File: config.mk
export PLATFORM = sky130hd
export DESIGN_NAME = quadrature_encoder_counter
export DESIGN_NICKNAME = d
export VERILOG_FILES = /design/src/quad_pkg.sv /design/src/quadrature_encoder_counter.sv
export VERILOG_INCLUDE_DIRS = /design/src
export SDC_FILE = /design/constraint.sdc
export NUM_CORES = 1
export LEC_CHECK = 0
export ABC_AREA = 1
export BUFFER_PORTS_ARGS = -buffer_cell sky130_fd_sc_hd__buf_2
export CAP_MARGIN = 20
export CORE_ASPECT_RATIO = 1.2
export CORE_MARGIN = 2
export CORE_UTILIZATION = 40
export CTS_CLUSTER_DIAMETER = 30
export CTS_CLUSTER_SIZE = 24
export DETAILED_ROUTE_END_ITERATION = 7
export SLEW_MARGIN = 20
export SYNTH_ARGS = -nofsm -noshare
export SYNTH_HDL_FRONTEND = slang
export SYNTH_SLANG_ARGS = --single-unit
File: constraint.sdc
create_clock -name i_core_clk -period 1.9 [get_ports i_core_clk]
set_input_delay 0.475 -clock i_core_clk [delete_from_list [all_inputs] [get_ports i_core_clk]]
set_output_delay 0.475 -clock i_core_clk [all_outputs]
set_load 0.03 [all_outputs]
File: src/quad_cfg.svh
// Constants for the quadrature encoder counter
`ifndef QUAD_CFG_SVH
`define QUAD_CFG_SVH

`define QUAD_CHANNELS 5
`define QUAD_MASTER_CH 4
`define QUAD_POS_WIDTH 32
`define QUAD_VEL_WIDTH 16
`define QUAD_CLK_HZ 10000000
`define QUAD_MAX_COUNT_HZ 8000000
`define QUAD_MAX_PHASE_HZ 2000000
`define QUAD_VEL_WINDOW_US 100
`define QUAD_VEL_WINDOW_CYC ((`QUAD_VEL_WINDOW_US * (`QUAD_CLK_HZ / 1000000)) > 0 ? \
    (`QUAD_VEL_WINDOW_US * (`QUAD_CLK_HZ / 1000000)) : 1)
`define QUAD_WIN_CNT_WIDTH 16
`define QUAD_POS_RESET 32'h0000_0000
`define QUAD_VEL_RESET 16'h0000
`define QUAD_DELTA_ONE 16'h0001
`define QUAD_WIN_ZERO 16'h0000
`define QUAD_WIN_ONE 16'h0001
`define QUAD_FILL_WIDTH 3
`define QUAD_FILL_RESET 3'h0

`endif

File: src/quad_pkg.sv
// Types shared by the quadrature encoder counter
`default_nettype none
package quad_pkg;
`include "quad_cfg.svh"
    typedef logic [`QUAD_CHANNELS-1:0] chan_mask_type;
    typedef logic [`QUAD_POS_WIDTH-1:0] position_type;
    typedef logic [`QUAD_VEL_WIDTH-1:0] velocity_type;
endpackage
`default_nettype wire

File: src/quadrature_encoder_counter.sv
// Five-channel quadrature decoder with position and velocity per channel
`timescale 1ns/1ps
`default_nettype none
`include "quad_cfg.svh"

// Functional notes
// - Five channels: axes 0 to 3, channel 4 is the master reference.
// - Each channel takes phase A, phase B and an index mark.
// - A leading B counts up; B leading A counts down.
// - Every edge of A or B alone in its sample counts, four per cycle, into position.
// - Phase rate at most 2 MHz, 8 million counts per second.
// - Velocity is counted edges per fixed time window.
// - Missing index never faults; counting uses A and B only.
module quadrature_encoder_counter (
    input wire logic i_core_clk,
    input wire logic i_reset,
    input wire quad_pkg::chan_mask_type i_phase_a_input,
    input wire quad_pkg::chan_mask_type i_phase_b_input,
    input wire quad_pkg::chan_mask_type i_index_input,
    output quad_pkg::position_type o_position [`QUAD_CHANNELS],
    output quad_pkg::velocity_type o_velocity [`QUAD_CHANNELS],
    output quad_pkg::chan_mask_type o_direction_up,
    output quad_pkg::chan_mask_type o_count_pulse,
    output quad_pkg::chan_mask_type o_index_pulse,
    output quad_pkg::chan_mask_type o_phase_error,
    output logic o_window_pulse
);
    import quad_pkg::*;

    // ------------------------------------------------------------
    // Velocity window timebase, shared by all channels
    // ------------------------------------------------------------
    // One count in a 1000-cycle window is 10 kcount/s: a coarse
    // figure, traded for a fast velocity update
    localparam logic [`QUAD_WIN_CNT_WIDTH-1:0] WIN_LAST = `QUAD_WIN_CNT_WIDTH'(`QUAD_VEL_WINDOW_CYC - 1);
    logic [`QUAD_WIN_CNT_WIDTH-1:0] win_cnt_reg;
    logic win_end;

    assign win_end = (win_cnt_reg == WIN_LAST);

    always_ff @(posedge i_core_clk) begin
        if (i_reset) begin
            win_cnt_reg <= `QUAD_WIN_ZERO;
        end else if (win_end) begin
            win_cnt_reg <= `QUAD_WIN_ZERO;
        end else begin
            win_cnt_reg <= win_cnt_reg + `QUAD_WIN_ONE;
        end
    end

    always_ff @(posedge i_core_clk) begin
        if (i_reset) begin
            o_window_pulse <= 1'b0;
        end else begin
            o_window_pulse <= win_end;
        end
    end

    // ------------------------------------------------------------
    // Start-up guard, shared by all channels
    // ------------------------------------------------------------
    // Synchroniser and history zeros after reset are not pin levels;
    // edges are ignored until both hold real samples
    logic [`QUAD_FILL_WIDTH-1:0] fill_reg;
    logic armed;

    assign armed = fill_reg[`QUAD_FILL_WIDTH-1];

    always_ff @(posedge i_core_clk) begin
        if (i_reset) begin
            fill_reg <= `QUAD_FILL_RESET;
        end else begin
            fill_reg <= {fill_reg[`QUAD_FILL_WIDTH-2:0], 1'b1};
        end
    end

    // ------------------------------------------------------------
    // Per-channel decoder, one copy per encoder
    // ------------------------------------------------------------
    genvar ch;
    generate
        for (ch = 0; ch < `QUAD_CHANNELS; ch = ch + 1) begin : g_chan
            // Two-stage synchronisers, then one history stage for edges
            logic [1:0] a_sync_reg;
            logic [1:0] b_sync_reg;
            logic [1:0] i_sync_reg;
            logic a_prev_reg;
            logic b_prev_reg;
            logic i_prev_reg;
            logic a_now;
            logic b_now;
            logic a_chg;
            logic b_chg;
            logic step;
            logic step_up;
            logic both_chg;
            velocity_type delta_reg;
            logic idx_rise;

            assign a_now = a_sync_reg[1];
            assign b_now = b_sync_reg[1];
            assign a_chg = a_now ^ a_prev_reg;
            assign b_chg = b_now ^ b_prev_reg;
            // Exactly one phase moved: a valid quadrature step.
            // Each edge needs a sample of its own, so 8 Mcount/s is marginal
            assign step = armed & (a_chg ^ b_chg);
            // Direction from which phase leads, valid only on a single step
            assign step_up = a_now ^ b_prev_reg;
            // Direction lost when both move in one sample
            assign both_chg = armed & a_chg & b_chg;
            // Index edge, for reporting only
            assign idx_rise = armed & i_sync_reg[1] & ~i_prev_reg;

            // --------------------------------------------------------
            // Input capture
            // --------------------------------------------------------
            // Two flip-flops per pin before any logic reads it
            always_ff @(posedge i_core_clk) begin
                if (i_reset) begin
                    a_sync_reg <= 2'h0;
                    b_sync_reg <= 2'h0;
                    i_sync_reg <= 2'h0;
                end else begin
                    a_sync_reg <= {a_sync_reg[0], i_phase_a_input[ch]};
                    b_sync_reg <= {b_sync_reg[0], i_phase_b_input[ch]};
                    i_sync_reg <= {i_sync_reg[0], i_index_input[ch]};
                end
            end

            // History is compared only once armed, so a phase already
            // high at reset makes no false count
            always_ff @(posedge i_core_clk) begin
                if (i_reset) begin
                    a_prev_reg <= 1'b0;
                    b_prev_reg <= 1'b0;
                    i_prev_reg <= 1'b0;
                end else begin
                    a_prev_reg <= a_now;
                    b_prev_reg <= b_now;
                    i_prev_reg <= i_sync_reg[1];
                end
            end

            // --------------------------------------------------------
            // Position and direction
            // --------------------------------------------------------
            // Two's complement wrap, no saturation
            always_ff @(posedge i_core_clk) begin
                if (i_reset) begin
                    o_position[ch] <= `QUAD_POS_RESET;
                end else if (step) begin
                    o_position[ch] <= step_up ? o_position[ch] + position_type'(1)
                                              : o_position[ch] - position_type'(1);
                end
            end

            always_ff @(posedge i_core_clk) begin
                if (i_reset) begin
                    o_direction_up[ch] <= 1'b1;
                end else if (step) begin
                    o_direction_up[ch] <= step_up;
                end
            end

            // --------------------------------------------------------
            // Event pulses
            // --------------------------------------------------------
            always_ff @(posedge i_core_clk) begin
                if (i_reset) begin
                    o_count_pulse[ch] <= 1'b0;
                end else begin
                    o_count_pulse[ch] <= step;
                end
            end

            // A pulse per lost step, not sticky
            always_ff @(posedge i_core_clk) begin
                if (i_reset) begin
                    o_phase_error[ch] <= 1'b0;
                end else begin
                    o_phase_error[ch] <= both_chg;
                end
            end

            // Index is reported only; it never resets position nor faults
            always_ff @(posedge i_core_clk) begin
                if (i_reset) begin
                    o_index_pulse[ch] <= 1'b0;
                end else begin
                    o_index_pulse[ch] <= idx_rise;
                end
            end

            // --------------------------------------------------------
            // Velocity
            // --------------------------------------------------------
            // Signed edge count over the window; a step on the closing
            // cycle starts the next window so no edge is lost
            always_ff @(posedge i_core_clk) begin
                if (i_reset) begin
                    delta_reg <= `QUAD_VEL_RESET;
                end else if (win_end) begin
                    delta_reg <= !step ? `QUAD_VEL_RESET :
                                 (step_up ? `QUAD_DELTA_ONE : -`QUAD_DELTA_ONE);
                end else if (step) begin
                    delta_reg <= step_up ? delta_reg + `QUAD_DELTA_ONE
                                         : delta_reg - `QUAD_DELTA_ONE;
                end
            end

            always_ff @(posedge i_core_clk) begin
                if (i_reset) begin
                    o_velocity[ch] <= `QUAD_VEL_RESET;
                end else if (win_end) begin
                    o_velocity[ch] <= delta_reg;
                end
            end
        end
    endgenerate

endmodule // quadrature_encoder_counter
`default_nettype wire

==> results of run 1 <==
[worst max-delay path: stages (launching register included)]
cell	delay [ns]
dfxtp_4	0.39
inv_8	0.09
nand2_8	0.07
nand2_8	0.14
buf_12	0.18
xor2_4	0.22
buf_6	0.13
nand3_4	0.11
nor2_4	0.13
buf_4	0.12
nand3b_1	0.15
nand3_1	0.11
nand2_1	0.05
o21ai_1	0.14
inv_1	0.05
[repair_timing]
| item | in CTS | in global routing |
|---|---|---|
| hold buffers | 6 | 0 |
| gates resized for setup | 430 | 527 |
| pin swaps | 120 | 187 |
| gates cloned | 13 | 11 |
| endpoints found under the setup margin | 212 | 319 |
| buffers inserted | 28 | 41 |
| endpoints found under the hold margin | 6 | 0 |
[Yosys cell counts, drive strengths merged (10+ instances only)]
cell	instances	share of area
ha	11	0.0049
or2	11	0.0024
xnor2	18	0.0056
o41ai	37	0.011
buf	90	0.020
nor3	39	0.0069
nand4	18	0.0040
nand2	1422	0.19
o21ai	317	0.056
a31oi	35	0.0077
xor2	121	0.038
o21bai	11	0.0031
a41o	12	0.0042
a21oi	279	0.050
nand3	433	0.077
nand3b	10	0.0027
a41oi	128	0.040
dfxtp	405	0.29
nor2	448	0.061
clkbuf	79	0.010
inv	782	0.10
[report_power, final]
| part | internal [mW] | switching [mW] |
|---|---|---|
| clock network | 12.2 | 5.75 |
| logic | 4.12 | 5.89 |
| registers | 8.74 | 0.221 |
| total | 25.1 | 11.9 |
[through the flow]
step           instance area [um2]  utilization  setup TNS [ns]  std cells  power (mW)
2_1_floorplan                28400            -         -0.0338       4746        14.1
5_1_grt                      43700        0.627          -59.88       6723        38.6
3_5_place_dp                 35500        0.508          -29.33       6435        17.0
3_3_place_gp                 35500        0.508          -24.88       6435        17.0
4_1_cts                      41200        0.590          -19.35       6672        36.0
6_report                     43700        0.627          -23.90       6723        36.9
[cell usage in the layout (no fill, tap or decap), drive strengths merged, types with 37 or more instances in the layout]
| cell type | count |
|---|---|
| nand2 | 1424 |
| buf | 1018 |
| inv | 787 |
| nor2 | 448 |
| nand3 | 433 |
| dfxtp | 405 |
| o21ai | 317 |
| a21oi | 279 |
| clkbuf | 134 |
| a41oi | 128 |
| xor2 | 121 |
| nor3 | 39 |
| o41ai | 37 |
[logic make-up after synthesis]
kind of cell | count (synthesis)
adders and majority gates | 11
buffers and inverters | 955
DFF | 405
and+or+nand+nor | 2404
xor gates and xnor gates | 139
AOI/OAI and AO/OA | 832
[cell type report]
type	instances	area share
multi-input combinational	3388	0.449
sequential	405	0.186
timing repair buffer	1036	0.186
inverter	786	0.0692
clock buffer	123	0.0641
tap	918	0.0263
clock inverter	67	0.0183
[layer usage]
metal,track usage,vias to the layer above
met5,0,-
met4,0.119,0
met3,0.0370,309
met2,0.503,1190
met1,0.336,16058
li1,-,17242
[path summary, 6_finish.rpt]
| kind | startpoint | end | depth (start not counted) |
|---|---|---|---|
| hold / removal | i_index_input[2] | g_chan[2].i_sync_reg[0] | 3 |
| setup / recovery | g_chan[4].b_prev_reg | o_position[23] | 14 |
| hold reg to reg | g_chan[1].i_prev_reg | o_index_pulse[1] | 1 |
| setup reg to reg | g_chan[4].b_prev_reg | o_position[23] | 14 |
==> results.md, run 1 <==
- Drt drc: 0
- Top sig layer: met4
- NumNets Final: 5,748
- LEAKAGE: 21.6 nW
- Gpl congestion: 0.956
- Drt first pass iters: 6
- Hold Crit Class: in -> reg
- Clock-pin slew on the worst setup and hold paths: 0.05 ns
- H-tree Lvls: 3
- Vias in the first global route: 32,726
- Power Density: 845 nW/um2
- Routed wl met2: 53,800 um
- FF+latch area: 8150 um2
- Tcrit/Tclk final: 1.17
- Slew HR: 0.545
- Met3 WL: 6840 um
- Diodes inserted: 0
- Num CTS Buffers: 103
- Post-Syn Nets: 4,774
- Clock Skew: 0.0277 ns
- Ys Warns: 0
- First-pass GRT wire length: 167,000 um
- Die span in y: 295 um
- Post-synth ARST share: 0
- Register area share after synthesis: 0.287
- Synth Cell Area: 28,300 um2
- Area Growth Syn to Fin: 54.6%
- Synth cell types: 47
- Final ANT Viol Nets: 0
- Critical Path RT: 2.44 ns
- Hold WS: 0.0392 ns
- Drt initial violations: 1,736
- Total Routing Usage GR: 0.281
- Main combinational cell family by area after synthesis: simple AND/OR/NAND/NOR gates
- Largest net degree at the start of global routing: 79
- Port Buf Inserts: 277
- Num rows: 106
- Starting Density: 0.405
- Post-synthesis compound-gate area fraction: 0.176
- CTS Buffer Depth: 3
- Post-Place Worst Slack: -0.319 ns
- Worst EP arrival: 2.76 ns
- Synth Area in Simple Gates: 0.354
- Primary FF master, synth: dfxtp_1
- CORE AREA: 69,800 um2
- Mean post-synth cell area: 5.96 um2
- Critical Path Sink Type: flip-flop
- Clk root buf: clkbuf_16
- Initial antenna violation count: 0
- Max Freq: 451 MHz
- Crit path max fanout: 7
- Ports: 278
- Fillers: 6,418
- Post-Route M1 WL: 44,000 um
- Status: complete, but fails checks
- RSZ-0062 raised after global routing: yes
- CTS tree: done
- Routed length per instance: 16.3 um
- Final Slew Violations: 0
- Final HPWL DP: 75,200 um
- Die W: 247 um
- Via count: 34,799
- Clock Latency Late Sink: 0.67 ns
- Share of cells above drive strength 1: 0.351
- Flops & latches, synth: 405
- Area of the multi-input gates: 19,600 um2
- Clock Sinks: 405
- Max reg flops: 160
- EDFF count, synth: 0
- Min setup slack post-route: -0.319 ns
- Failing checks: setup timing
- Xor/xnor cell area share of the yosys netlist: 0.0439
- Final setup vio count: 192
- Min Clock Period, post-route: 2.22 ns
- Multiplexer share of the synthesized area: 0
- Maxcap violations: 0
- Post-Route WL: 109,000 um
- Global route overflow: 0
- Fin. Hold Viols: 0
- Gate Count Post-Synth: 4,746
- Crit path kind: reg -> reg
- Least-Margin Pin Slew: 0.674 ns
- VDD IR-drop max: 741 uV
- CP Launch Type: flip-flop
- Post-Synth Adder-Cell Area: 0.00487
- FF-to-FF setup slack: -0.32 ns
- Die area: 72,800 um2
- Vias per cell: 5.18
No activity file was read; power rests on OpenSTA's default activity.
==> run 2: changes to the inputs <==
--- a/config.mk
+++ b/config.mk
@@ -10,7 +10,7 @@
 export BUFFER_PORTS_ARGS = -buffer_cell sky130_fd_sc_hd__buf_2
 export CAP_MARGIN = 20
 export CORE_ASPECT_RATIO = 1.2
-export CORE_MARGIN = 2
+export CORE_MARGIN = 3
 export CORE_UTILIZATION = 40
 export CTS_CLUSTER_DIAMETER = 30
 export CTS_CLUSTER_SIZE = 24
==> results.md, run 2 (same netlist as run 1, synthesis figures left out) <==
- Clock Latency Late Sink: 0.67 ns
- Max reg flops: 160
- Critical Path Sink Type: flip-flop
- Die span in y: 297 um
- Fin. Hold Viols: 0
- Vias in the first global route: 34,345
- WP buf/inv: 7
- Final HPWL DP: 75,300 um
- Power Density: 827 nW/um2
- First-pass GRT wire length: 173,000 um
- Max Freq: 460 MHz
- Drt initial violations: 2,252
- NumNets Final: 5,839
- Crit path max fanout: 6
- Post-Route WL: 114,000 um
- Tcrit/Tclk final: 1.14
- Busiest metal layer after global routing: met2
- Starting Density: 0.404
- Share of cells above drive strength 1: 0.420
- Least-Margin Pin Slew: 0.715 ns
- Area Growth Syn to Fin: 64.6%
- Port Buf Inserts: 277
- Maxcap violations: 0
- Num rows: 106
- Clock-pin slew on the worst setup and hold paths: 0.05 ns
- Min setup slack post-route: -0.275 ns
- Critical path's top delay family: simple AND/OR/NAND/NOR gates
- Final Slew Violations: 0
- Clock Skew: 0.0219 ns
- Clock Sinks: 405
- CTS tree: done
- VDD IR-drop max: 751 uV
- Die area: 73,900 um2
- CTS Buffer Depth: 3
- Status: complete, but fails checks
- Most common cell after layout, fill and taps aside: nand2_1
- Failing checks: setup timing
- Met2 Use GR: 0.504
- Most frequent cells in the layout: 862 x nand2_1, 704 x buf_4, 658 x inv_1
- Total Routing Usage GR: 0.281
- Initial antenna violation count: 1
- Hold WS: 0.0344 ns
- Crit-path slowest cell: dfxtp_4
- Min Clock Period, post-route: 2.18 ns
- Hold Crit Class: in -> reg
- H-tree Lvls: 3
- Slew HR: 0.517
- Grt met1 use: 0.326
- CORE AREA: 69,900 um2
- Routed length per instance: 16.7 um
- Drt first pass iters: 6
- Final ANT Viol Nets: 0
- Via count: 35,779
- Ports: 278
- TNS Setup: -24.98 ns
- CP most frequent cell: nand2_2
- Largest net degree at the start of global routing: 92
- Critical Path RT: 2.46 ns
- Global route overflow: 0
- Worst EP arrival: 2.74 ns
- Die W: 249 um
- Max incr delay on CP: 0.37 ns
- RSZ-0062 raised after global routing: yes
- Crit path cell chain: inv_4 -> buf_6 -> nand2_8 -> nand2_8 -> buf_12 -> buf_8 -> buf_6 -> nand2_2 -> nand2_2 -> nor2_4 -> inv_2 -> nor2_4 -> nand2_2 -> nor2_2 -> nand2_1 -> nand3_1 -> nand3_1 -> nand2_1 -> inv_1
- Drt drc: 0
- Met3 Usage GRT: 0.0510
- Final setup vio count: 197
- Crit path kind: reg -> reg
- Gpl congestion: 0.981
- Clk root buf: clkbuf_16
- CP Launch Type: flip-flop
- Vias per cell: 5.25
- Num CTS Buffers: 105
- LEAKAGE: 22.6 nW
==> run 2: path summary, 6_finish.rpt <==
path | start | slack [ns] | depth (start not counted) | to
setup / recovery | g_chan[0].a_sync_reg[1] | -0.28 | 19 | o_position[157]
setup reg to reg | g_chan[0].a_sync_reg[1] | -0.28 | 19 | o_position[157]
hold / removal | i_index_input[1] | 0.03 | 3 | g_chan[1].i_sync_reg[0]
hold reg to reg | g_chan[0].a_sync_reg[0] | 0.38 | 2 | g_chan[0].a_sync_reg[1]
==> run 2: area by class of cell <==
class	instances	area [um2]
Inverter	786	3040
Timing Repair Buffer	1122	9040
Antenna cell	1	2.50
Clock inverter	63	828
Multi-Input combinational cell	3391	21400
Tap cell	918	1150
Clock buffer	133	2880
Fill cell	5916	23400
Sequential cell	405	8150
==> run 2: layer usage <==
| layer | vias to the layer above | part of all wire | routed length [um] |
|---|---|---|---|
| li1 | 17471 | - | - |
| met1 | 16649 | 0.39 | 45000 |
| met2 | 1289 | 0.50 | 56600 |
| met3 | 370 | 0.064 | 7300 |
| met4 | 0 | 0.045 | 5110 |
| met5 | - | 0 | 0 |
==> run 2: metrics by stage <==
stage                      util  setup WS (ns)  instance area, um2  instances  power, mW
after floorplan               -        -0.0338               28400       4746       14.1
after global placement    0.509         -0.329               35600       6456       17.0
after detailed placement  0.509         -0.312               35600       6456       17.1
after CTS                 0.613         -0.218               42800       6745       37.0
after global routing      0.666         -0.403               46500       6818       40.2
final                     0.666         -0.275               46500       6819       38.5
==> run 2: power breakdown <==
part	internal, mW	total, mW	switching, mW
combinational	4.61	11.1	6.49
sequential	8.74	8.97	0.231
clock	12.5	18.4	5.90
total	25.9	38.5	12.6
==> run 2: worst min-delay path, delay by kind of cell <==
family / cells / cell delay (ns)
buf+inv: 2 / 0.13
simple gates: 1 / 0.04
==> run 2: what timing repair did <==
action	CTS	global route
hold endpoints to repair	7	0
hold buffers	7	0
resized for setup	715	796
pin swaps	162	300
setup endpoints to repair	210	313
setup buffers	71	63
gates cloned	16	12
